**src/rtl/dcspt_defs.vh**
```
`ifndef DCSPT_DEFS_VH
`define DCSPT_DEFS_VH

// register word indices, taken from byte address bits 5:2
`define DCSPT_OFS_SRC_SIZE 4'h0
`define DCSPT_OFS_DST_SIZE 4'h1
`define DCSPT_OFS_SRC_PROG 4'h2
`define DCSPT_OFS_DST_PROG 4'h3
`define DCSPT_OFS_CTRL 4'h4
`define DCSPT_OFS_STATUS 4'h5
`define DCSPT_OFS_CLEAR 4'h6
`define DCSPT_OFS_IRQ_EN 4'h7

// control fields
`define DCSPT_CTRL_ENABLE 0
`define DCSPT_CTRL_PATTERN 1

// status / clear / enable fields
`define DCSPT_FLAG_SRC_DONE 4
`define DCSPT_FLAG_SRC_HALF 3
`define DCSPT_FLAG_DST_DONE 2
`define DCSPT_FLAG_DST_HALF 1
`define DCSPT_FLAG_BLOCK 0
`define DCSPT_FLAG_W 5

`define DCSPT_RESET_VALUE 16'h0000

`endif

```
**src/rtl/dcspt_channel.v**
```verilog
// Local design decisions: register access over Wishbone and the address map.
`timescale 1ns/1ps
`include "dcspt_defs.vh"

// Notes on behaviour
// - source size register, 16 bits read/write, zero after reset
// - nonzero source size N means an N byte source
// - source size zero means 65,536 bytes
// - destination size register, 16 bits read/write, zero after reset
// - nonzero destination size N means an N byte destination
// - destination size zero means 65,536 bytes
// - source pointer is read-only and resets to zero
// - source pointer holds index of the byte now addressed
// - pattern match clears source pointer in pattern detect mode
// - destination pointer is read-only and resets to zero
// - destination pointer holds index of destination byte now addressed
// - upper sixteen bits of all four registers read zero
// - source done flag when source pointer reaches source size
// - source half flag when source pointer reaches half size
// - destination done and half-full flags likewise on destination side
// - block complete once the larger size has been moved
module dcspt_channel
(
    input wire mclk_in,
    input wire rst_in,
    input wire wb_cyc_in,
    input wire wb_stb_in,
    input wire wb_we_in,
    input wire [5:0] wb_adr_in,
    input wire [3:0] wb_sel_in,
    input wire [31:0] wb_dat_in,
    output reg [31:0] wb_dat_out,
    output wire wb_ack_out,
    output wire wb_err_out,
    input wire src_xfer_in,
    input wire [2:0] src_bytes_in,
    input wire dst_xfer_in,
    input wire [2:0] dst_bytes_in,
    input wire pattern_match_in,
    output wire enable_out,
    output wire pattern_mode_out,
    output wire busy_out,
    output wire irq_out
);
    reg [15:0] src_size_r;
    reg [15:0] dst_size_r;
    reg [1:0] ctrl_r;
    reg [4:0] irq_en_r;
    reg ack_r;
    reg err_r;
    reg [31:0] rdata_nxt;
    reg hit_nxt;

    wire [15:0] src_ptr;
    wire [15:0] dst_ptr;
    wire src_done;
    wire src_half;
    wire dst_done;
    wire dst_half;
    wire src_end;
    wire dst_end;
    wire [4:0] status;
    wire [4:0] set_vec;
    wire [4:0] clr_vec;
    wire req;
    wire wr;
    wire [3:0] idx;
    wire enable_rise;
    wire pattern_hit;
    wire block_done;
    wire ptr_clear;

    assign req = wb_cyc_in && wb_stb_in && !ack_r && !err_r;
    assign wr = req && wb_we_in;
    assign idx = wb_adr_in[5:2];

    // block ends when both sides are spent, i.e. the larger size is moved
    assign block_done = src_end && dst_end && ctrl_r[`DCSPT_CTRL_ENABLE];
    assign pattern_hit = pattern_match_in &&
        ctrl_r[`DCSPT_CTRL_PATTERN] && ctrl_r[`DCSPT_CTRL_ENABLE];
    assign enable_rise = wr && (idx == `DCSPT_OFS_CTRL) && wb_sel_in[0] &&
        wb_dat_in[`DCSPT_CTRL_ENABLE] && !ctrl_r[`DCSPT_CTRL_ENABLE];
    // the pointers restart after completion, a match, or a fresh enable
    assign ptr_clear = block_done || pattern_hit || enable_rise;

    always @(posedge mclk_in)
    begin
        if (rst_in)
        begin
            src_size_r <= `DCSPT_RESET_VALUE;
            dst_size_r <= `DCSPT_RESET_VALUE;
            ctrl_r <= 2'h0;
            irq_en_r <= 5'h00;
        end
        else
        begin
            if (wr && idx == `DCSPT_OFS_SRC_SIZE)
            begin
                if (wb_sel_in[0])
                    src_size_r[7:0] <= wb_dat_in[7:0];
                if (wb_sel_in[1])
                    src_size_r[15:8] <= wb_dat_in[15:8];
            end
            if (wr && idx == `DCSPT_OFS_DST_SIZE)
            begin
                if (wb_sel_in[0])
                    dst_size_r[7:0] <= wb_dat_in[7:0];
                if (wb_sel_in[1])
                    dst_size_r[15:8] <= wb_dat_in[15:8];
            end
            if (wr && idx == `DCSPT_OFS_CTRL && wb_sel_in[0])
                ctrl_r <= wb_dat_in[1:0];
            else if (block_done && !ctrl_r[`DCSPT_CTRL_PATTERN])
                ctrl_r[`DCSPT_CTRL_ENABLE] <= 1'b0;
            if (wr && idx == `DCSPT_OFS_IRQ_EN && wb_sel_in[0])
                irq_en_r <= wb_dat_in[4:0];
        end
    end

    dcspt_side_track u_src
    (
        .mclk_in(mclk_in),
        .rst_in(rst_in),
        .size_in(src_size_r),
        .step_in(src_bytes_in),
        .adv_in(src_xfer_in && ctrl_r[`DCSPT_CTRL_ENABLE]),
        .clear_in(ptr_clear),
        .ptr_out(src_ptr),
        .done_out(src_done),
        .half_out(src_half),
        .end_out(src_end)
    );

    dcspt_side_track u_dst
    (
        .mclk_in(mclk_in),
        .rst_in(rst_in),
        .size_in(dst_size_r),
        .step_in(dst_bytes_in),
        .adv_in(dst_xfer_in && ctrl_r[`DCSPT_CTRL_ENABLE]),
        .clear_in(ptr_clear),
        .ptr_out(dst_ptr),
        .done_out(dst_done),
        .half_out(dst_half),
        .end_out(dst_end)
    );

    assign set_vec[`DCSPT_FLAG_SRC_DONE] = src_done;
    assign set_vec[`DCSPT_FLAG_SRC_HALF] = src_half;
    assign set_vec[`DCSPT_FLAG_DST_DONE] = dst_done;
    assign set_vec[`DCSPT_FLAG_DST_HALF] = dst_half;
    // a pattern match also counts as a block end
    assign set_vec[`DCSPT_FLAG_BLOCK] = block_done || pattern_hit;
    assign clr_vec = (wr && idx == `DCSPT_OFS_CLEAR && wb_sel_in[0]) ?
        wb_dat_in[4:0] : 5'h00;

    genvar g;
    generate
        for (g = 0; g < `DCSPT_FLAG_W; g = g + 1)
        begin : g_flag
            dcspt_flag_bit u_flag
            (
                .mclk_in(mclk_in),
                .rst_in(rst_in),
                .set_in(set_vec[g]),
                .clr_in(clr_vec[g]),
                .flag_out(status[g])
            );
        end
    endgenerate

    always @*
    begin
        rdata_nxt = 32'h0000_0000;
        hit_nxt = 1'b1;
        case (idx)
            `DCSPT_OFS_SRC_SIZE: rdata_nxt = {16'h0000, src_size_r};
            `DCSPT_OFS_DST_SIZE: rdata_nxt = {16'h0000, dst_size_r};
            `DCSPT_OFS_SRC_PROG: rdata_nxt = {16'h0000, src_ptr};
            `DCSPT_OFS_DST_PROG: rdata_nxt = {16'h0000, dst_ptr};
            `DCSPT_OFS_CTRL: rdata_nxt = {30'h0000_0000, ctrl_r};
            `DCSPT_OFS_STATUS: rdata_nxt = {27'h000_0000, status};
            `DCSPT_OFS_CLEAR: rdata_nxt = 32'h0000_0000;
            `DCSPT_OFS_IRQ_EN: rdata_nxt = {27'h000_0000, irq_en_r};
            default: hit_nxt = 1'b0;
        endcase
    end

    // one wait state: data is registered, ack drops the cycle after
    always @(posedge mclk_in)
    begin
        if (rst_in)
        begin
            ack_r <= 1'b0;
            err_r <= 1'b0;
            wb_dat_out <= 32'h0000_0000;
        end
        else
        begin
            ack_r <= req && hit_nxt;
            err_r <= req && !hit_nxt;
            wb_dat_out <= (req && hit_nxt && !wb_we_in) ?
                rdata_nxt : 32'h0000_0000;
        end
    end

    assign wb_ack_out = ack_r;
    assign wb_err_out = err_r;
    assign enable_out = ctrl_r[`DCSPT_CTRL_ENABLE];
    assign pattern_mode_out = ctrl_r[`DCSPT_CTRL_PATTERN];
    assign busy_out = ctrl_r[`DCSPT_CTRL_ENABLE] && !block_done;
    assign irq_out = |(status & irq_en_r);
endmodule // dcspt_channel

```
**src/rtl/dcspt_side_track.v**
```verilog
`timescale 1ns/1ps
// one side's byte pointer with done and half-way detection
module dcspt_side_track
(
    input wire mclk_in,
    input wire rst_in,
    input wire [15:0] size_in,
    input wire [2:0] step_in,
    input wire adv_in,
    input wire clear_in,
    output wire [15:0] ptr_out,
    output wire done_out,
    output wire half_out,
    output wire end_out
);
    reg [15:0] ptr_r;
    reg [16:0] bytes_r;
    reg done_seen_r;
    reg [16:0] bytes_nxt;
    wire [16:0] len;
    wire [16:0] half_len;

    // zero means the full 64 KiB span
    assign len = (size_in == 16'h0000) ? 17'h1_0000 : {1'b0, size_in};
    assign half_len = {1'b0, len[16:1]};

    always @*
    begin
        bytes_nxt = bytes_r + {14'h0000, step_in};
    end

    always @(posedge mclk_in)
    begin
        if (rst_in)
        begin
            ptr_r <= `DCSPT_RESET_VALUE;
            bytes_r <= 17'h0_0000;
            done_seen_r <= 1'b0;
        end
        else if (clear_in)
        begin
            ptr_r <= 16'h0000;
            bytes_r <= 17'h0_0000;
            done_seen_r <= 1'b0;
        end
        else if (adv_in && !done_seen_r)
        begin
            bytes_r <= bytes_nxt;
            ptr_r <= bytes_nxt[15:0];
            done_seen_r <= (bytes_nxt >= len);
        end
    end

    // pulses on the transfer that crosses each mark
    assign done_out = adv_in && !clear_in && !done_seen_r &&
        (bytes_nxt >= len) && (bytes_r < len);
    assign half_out = adv_in && !clear_in && !done_seen_r &&
        (bytes_nxt >= half_len) && (bytes_r < half_len);
    assign end_out = done_seen_r;
    assign ptr_out = ptr_r;
endmodule // dcspt_side_track

```
**src/rtl/dcspt_flag_bit.v**
```verilog
`timescale 1ns/1ps
// sticky event bit; a new event beats a same-cycle clear
module dcspt_flag_bit
(
    input wire mclk_in,
    input wire rst_in,
    input wire set_in,
    input wire clr_in,
    output wire flag_out
);
    reg flag_r;

    always @(posedge mclk_in)
    begin
        if (rst_in)
            flag_r <= 1'b0;
        else if (set_in)
            flag_r <= 1'b1;
        else if (clr_in)
            flag_r <= 1'b0;
    end

    assign flag_out = flag_r;
endmodule // dcspt_flag_bit

```
**config.mk**
```make
export PLATFORM = sky130hd
export DESIGN_NAME = dcspt_channel
export DESIGN_NICKNAME = d
export VERILOG_FILES = /design/src/rtl/dcspt_channel.v /design/src/rtl/dcspt_side_track.v /design/src/rtl/dcspt_flag_bit.v
export VERILOG_INCLUDE_DIRS = /design/src /design/src/rtl
export SDC_FILE = /design/constraint.sdc
export NUM_CORES = 1
export LEC_CHECK = 0
export ABC_AREA = 1
export BUFFER_PORTS_ARGS = -buffer_cell sky130_fd_sc_hd__buf_2
export CAP_MARGIN = 20
export CORE_ASPECT_RATIO = 0.8
export CORE_UTILIZATION = 54
export CTS_CLUSTER_DIAMETER = 120
export DETAILED_ROUTE_END_ITERATION = 16
export GPL_TIMING_DRIVEN = 0
export PLACE_DENSITY = 0.76
export SYNTH_ARGS = -nofsm -noshare
export SYNTH_HDL_FRONTEND = slang
export SYNTH_SLANG_ARGS = --single-unit
```
**constraint.sdc**
```tcl
create_clock -name mclk_in -period 3.29 [get_ports mclk_in]
set_input_delay 0.658 -clock mclk_in [delete_from_list [all_inputs] [get_ports mclk_in]]
set_output_delay 0.658 -clock mclk_in [all_outputs]
set_load 0.05 [all_outputs]
```
==> results of run 1 <==
## cell usage in the layout, fill, tap and decap left out, drive strengths merged
cell type / netlist / final
clkinvlp: 0 / 1
a21oi: 127 / 127
nand2: 209 / 209
ha: 126 / 126
a21o: 6 / 6
clkbuf: 19 / 29
clkinv: 2 / 4
and3: 2 / 2
nand3b: 2 / 2
nor2: 101 / 101
o221ai: 2 / 2
conb: 1 / 16
o21a: 1 / 1
a221oi: 5 / 5
inv: 146 / 147
o21ai: 58 / 58
o31a: 1 / 1
fa: 2 / 2
and2: 1 / 1
a31oi: 1 / 1
buf: 23 / 98
a211oi: 29 / 29
xor2: 22 / 22
o211ai: 3 / 3
xnor2: 2 / 2
o22ai: 13 / 13
nor2b: 1 / 1
dfxtp: 98 / 98
nor3: 23 / 23
or2: 1 / 1
nand3: 42 / 42
nor4: 10 / 10
nor3b: 1 / 1
a41oi: 3 / 3
bufinv: 0 / 1
nand4: 28 / 28
## where the power goes
group	total, mW	internal, mW	leakage (nW)	switching, mW
clock network	1.10	0.612	0.145	0.486
registers	1.19	1.19	0.794	0.00307
logic	0.262	0.0828	3.49	0.179
## cells in the mapped netlist, types with 2 or more instances
library cell / instances / area share, %
nand2_1: 203 / 9.6
inv_1: 143 / 6.8
ha_1: 126 / 20
a21oi_1: 123 / 7.8
dfxtp_1: 98 / 25
nor2_1: 95 / 4.5
o21ai_0: 55 / 3.5
nand3_1: 37 / 2.3
a211oi_1: 29 / 2.8
nand4_1: 28 / 2.2
xor2_1: 22 / 2.4
clkbuf_1: 19 / 0.90
nor3_1: 19 / 1.2
buf_4: 16 / 1.5
o22ai_1: 13 / 1.0
nor4_1: 10 / 0.79
buf_2: 7 / 0.44
a21o_1: 6 / 0.57
nand2_2: 6 / 0.48
a221oi_1: 5 / 0.55
a21oi_2: 4 / 0.44
nand3_2: 4 / 0.51
nor2_2: 4 / 0.32
a41oi_1: 3 / 0.33
inv_2: 3 / 0.14
nor3_4: 3 / 0.62
clkinv_1: 2 / 0.095
fa_1: 2 / 0.51
nand3b_1: 2 / 0.19
nor2_4: 2 / 0.29
o211ai_1: 2 / 0.19
o21ai_1: 2 / 0.13
o221ai_1: 2 / 0.22
## critical path, cell delays in order
cell and delay (ps):
buf_6 100, ha_4 270, nand3_2 60, nand2_2 90, nand4_1 170, nor2_2 200
nand4_1 190, nor2_2 190, nand3_2 110, xor2_2 190, inv_2 80, ha_4 270
nand4_1 210, nor4_2 360, nor2b_2 210, a21oi_2 60, nand2_2 130, nand2_2 90
a21oi_2 110
## cells by family after synthesis
logic type      Yosys count  share of synthesized area, %
simple gates            421                          24.0
compound gates          249                          18.1
buf+inv                 190                          9.90
fa+ha+maj               128                          20.5
flops                    98                          24.8
xor+xnor                 24                          2.76
other cells               1                        0.0475
## registers in the layout, summed over array words and instances (netlist names)
signal	cells
ctrl_r	2
dst_size_r	16
g_flag.u_flag.flag_out	5
irq_en_r	5
src_size_r	16
u_dst.bytes_r	17
u_dst.end_out	1
u_src.bytes_r	17
u_src.end_out	1
wb_ack_out	1
wb_dat_out	16
wb_err_out	1
## final cells by class
| cell class | instances | area share [%] |
|---|---|---|
| tap | 184 | 2.52 |
| inverter | 148 | 6.07 |
| clock buffer | 10 | 2.61 |
| clock inverter | 5 | 0.698 |
| timing repair buffer | 75 | 4.76 |
| sequential | 98 | 21.6 |
| multi-input combinational | 838 | 59.2 |
| buffer | 42 | 2.48 |
## worst paths after layout
| path | end | from | depth (start not counted) | slack, ps |
|---|---|---|---|---|
| min reg2reg | u_dst.end_out | u_dst.end_out | 2 | 500 |
| max reg2reg | g_flag[2].u_flag.flag_out | u_dst.bytes_r[2] | 18 | -150 |
| min | u_dst.end_out | u_dst.end_out | 2 | 500 |
| max | g_flag[2].u_flag.flag_out | dst_bytes_in[2] | 19 | -190 |
## routing by layer
layer  wire, um  track usage [%]
met1      11100             46.8
met4        787             11.6
met5          0                0
met2       9700             48.8
met3       2160             6.68
## stage by stage
stage | cell area, um2 | instances | power [mW] | util (%)
floorplan | 7960 | 1126 | 1.39 | -
finish | 9150 | 1400 | 2.55 | 64.0
detailed placement | 8470 | 1366 | 1.46 | 59.2
global route | 9150 | 1400 | 2.63 | 64.0
CTS | 9000 | 1391 | 2.55 | 62.9
global placement | 8470 | 1366 | 1.46 | 59.2
## what timing repair did
action / CTS / global route
buffers inserted: 10 / 9
setup endpoints to repair: 5 / 6
pin swaps: 18 / 17
resized for setup: 29 / 25
hold buffers: 0 / 0
==> reports/results.ini, run 1 <==
[run_status]
status = finished with violations
violations = setup timing

[timing]
rsz0062_at_grt = true
setup_tns_ps = -503
finalWorstPathRequiredPeriod_ps = 3480
hold_viol_final = 0
tightest_slew_ps = 761
fin_crit_sh_pct = 106
finalClockSkew_ps = 6.08
maxSlewHeadroom_pct = 49.3
setup_viol = 3
slew_viol_final = 0
fmax_mhz = 288
setup_ws_ps = -187
worst_hold_slack_ps = 502

[clocking]
clk_path_buf_depth = 2
cts-root-buf = clkbuf_16
numCtsBuffers = 9
clock-sinks = 98
clk_pin_slew_ps = 70
cts_tree = built
clock_latency_ps = 350
htree_levels = 3

[placement]
portBuffers = 56
place.gp.congestion = 0.994
dp_hpwl_um = 18400
pre_cts_ws_ps = -729

[cells_and_area]
regArea_um2 = 1980
syn_to_final_growth_pct = 15.8
multi_input_area_um2 = 5420
fin_nets = 1396
drive_gt1_share_pct = 15.6
num_antenna_cells = 0
fill_cells = 1290

[yosys]
yosys_warnings = 0
synth_area_um2 = 7900
syn_avg_cell_area_um2 = 7.11
async_flop_share_pct = 0
ys_types = 49
ys.flop_type = dfxtp_1
synth-edff-count = 0
synth_seq_area_share_pct = 24.8
synth-seq-cells = 98
syn_inst = 1111

[routing]
wirelength_um = 23700
num_vias = 8035
drt-initial-drc-count = 851
drtPass1Iterations = 5
drc = 0
drtAntennaViolNets = 0
via_per_inst = 5.74
wire_per_inst_um = 16.9

[critical_path]
worstSetupPathType = input pin to flop
critPathLaunchType = input pin
end_kind = flop
required_ps = 3570
cp_max_fo = 3
worstPathArrival_ps = 3760

[die]
core_um2 = 14300
num_rows = 39
die_w_um = 137
die_h_um = 110
initial_core_util_pct = 55.3
dieArea_um2 = 15100
num_io_pins = 94

[grt]
grt_max_degree = 17
grt_pass1_wl_um = 37700
antenna_found_initial = 0
grt_pass1_vias = 7283
track_usage_pct = 32.8
grt_overflow = 0

[power]
peakVddDrop_uv = 251
p_leak_nw = 4.42
p_per_area_nw_per_um2 = 279

[run]
cap_violations = 0

[min_path]
hp-class = flop to flop

(Power assumes the default switching activity.)
==> inputs of run 2 (changes only) <==
--- a/config.mk
+++ b/config.mk
@@ -11,4 +11,7 @@
 export CAP_MARGIN = 20
+export CELL_PAD_IN_SITES_DETAIL_PLACEMENT = 1
+export CELL_PAD_IN_SITES_GLOBAL_PLACEMENT = 2
 export CORE_ASPECT_RATIO = 0.8
-export CORE_UTILIZATION = 54
+export CORE_UTILIZATION = 31
+export CTS_BUF_LIST = sky130_fd_sc_hd__clkbuf_8
 export CTS_CLUSTER_DIAMETER = 120
@@ -16,3 +19,3 @@
 export GPL_TIMING_DRIVEN = 0
-export PLACE_DENSITY = 0.76
+export PLACE_DENSITY = 0.77
 export SYNTH_ARGS = -nofsm -noshare
--- a/constraint.sdc
+++ b/constraint.sdc
@@ -3,2 +3,2 @@
 set_output_delay 0.658 -clock mclk_in [all_outputs]
-set_load 0.05 [all_outputs]
+set_load 0.1 [all_outputs]
==> reports/results.ini, run 2 (synthesis results as in run 1) <==
[power]
p_int_mw = 1.64
power.total_mw = 2.36
power_switching_uw = 718
p_clk_share_pct = 36.1
seqPwrFrac_pct = 50.3
p_per_area_nw_per_um2 = 252
p_leak_nw = 4.37
switching_share_pct = 30.4
pwr-share-comb_pct = 13.5
peakVddDrop_uv = 151

[grt]
grt_overflow = 0
antenna_found_initial = 0
grt_pass1_wl_um = 44500
grt_max_degree = 17
track_usage_pct = 22.2
grt_pass1_vias = 7809

[cells_and_area]
largest_registers = u_dst.bytes_r (17), u_src.bytes_r (17)
syn_to_final_growth_pct = 18.8
fill_cells = 3110
drive_gt1_share_pct = 17.5
most-common-layout-cells = nand2_1 (189), inv_1 (141), a21oi_1 (119)
num_antenna_cells = 0
fin_nets = 1400
layout_commonest_cell = nand2_1

[run]
cap_violations = 0

[timing]
slew_viol_final = 0
setup_ws_ps = -43.6
maxSlewHeadroom_pct = 51.7
fmax_mhz = 300
worst_hold_slack_ps = 475
tightest_slew_ps = 725
setup_viol = 3
finalClockSkew_ps = 16.4
finalWorstPathRequiredPeriod_ps = 3330
fin_crit_sh_pct = 101
rsz0062_at_grt = true
hold_viol_final = 0

[clocking]
clk_path_buf_depth = 2
clock_latency_ps = 390
htree_levels = 3
clock-sinks = 98
clk_pin_slew_ps = 110
ctsHoldBuffers = 0
cts-root-buf = clkbuf_8
numCtsBuffers = 9
cts_tree = built

[die]
die_h_um = 145
num_io_pins = 94
num_rows = 51
die_w_um = 180
core_um2 = 24700
initial_core_util_pct = 32.0
dieArea_um2 = 26100

[min_path]
hp-class = input pin to flop
holdPathStages = 2

[critical_path]
cpMostUsedCell = nand4_1
worstPathArrival_ps = 3660
required_ps = 3620
worstSetupPathType = input pin to flop
cp_cell_sequence = buf_2 -> ha_4 -> a21oi_2 -> nand2_4 -> nand4_1 -> nor2_2 -> nand4_1 -> nor2_2 -> nand3_2 -> xor2_2 -> inv_2 -> ha_4 -> nand4_1 -> nor4_2 -> nor2b_2 -> a21oi_1 -> nand2_1 -> nand2_2 -> a21oi_2
rr_worst_depth = 18
crit_family = simple AND/OR/NAND/NOR gates
crit_buf_inv = 2
cpPeakStageDelay_ps = 280
slowest_stage = ha_4
end_kind = flop
regToRegSetupSlack_ps = -30
cp.depth = 19
cp_max_fo = 3
critPathLaunchType = input pin

[placement]
dp_hpwl_um = 23300
portBuffers = 56
place.gp.congestion = 0.816

[routing]
dr_wl_met3_um = 867
route.met2.wl_um = 11800
num_vias = 7842
via_per_inst = 5.10
drt-initial-drc-count = 392
wirelength_um = 28100
top_layer_used = met4
drtPass1Iterations = 4
drtAntennaViolNets = 0
wl_met1_um = 15100
drc = 0
wire_per_inst_um = 18.3

[run_status]
violations = setup timing
status = finished with violations

==> run 2: timing repair <==
| action | 4_1_cts | 5_1_grt |
|---|---|---|
| buffers inserted | 16 | 7 |
| gates cloned | 0 | 0 |
| pin swaps | 26 | 19 |
| gates resized for setup | 47 | 30 |
| setup endpoints to repair | 6 | 6 |
==> run 2: power by group through the flow <==
stage          Clock (mW)  Sequential (mW)  Combinational (mW)
2_1_floorplan           0             1.22               0.208
5_1_grt             0.925             1.19               0.346
3_3_place_gp            0             1.22               0.298
3_5_place_dp            0             1.22               0.301
6_report            0.853             1.19               0.320
4_1_cts             0.878             1.19               0.312
==> run 2: final timing paths <==
kind                         start                         to
hold reg to reg   u_src.bytes_r[0]           u_src.bytes_r[0]
setup / recovery   dst_bytes_in[2]  g_flag[2].u_flag.flag_out
setup reg to reg  u_dst.bytes_r[2]  g_flag[2].u_flag.flag_out
hold / removal        wb_adr_in[5]                 wb_ack_out
==> run 2: final cells by class <==
type | instances | area [um2] | area share, %
multi-input combinational | 838 | 5560 | 59.2
buffer | 42 | 226 | 2.41
clock buffer | 10 | 138 | 1.47
tap | 318 | 398 | 4.24
clock inverter | 5 | 62.6 | 0.666
inverter | 148 | 556 | 5.92
sequential | 98 | 1980 | 21.1
timing repair buffer | 79 | 465 | 4.96
==> run 2: through the flow <==
| stage | cell area (um2) | setup slack (ps) | utilization (%) | TNS, ps | cells |
|---|---|---|---|---|---|
| final | 9390 | -43.6 | 38.0 | -74.2 | 1538 |
| after global routing | 9390 | -238 | 38.0 | -719 | 1538 |
| after floorplan | 7960 | 80.7 | - | 0 | 1126 |
| after detailed placement | 8640 | -924 | 35.0 | -4610 | 1500 |
| after CTS | 9170 | -90.7 | 37.1 | -233 | 1531 |
| after global placement | 8640 | -920 | 35.0 | -4450 | 1500 |
==> run 2: per-layer routing <==
layer	up-vias	global-route usage, %
li1	3969	-
met1	3694	32.5
met2	152	34.9
met3	27	2.63
met4	0	4.14
met5	-	0
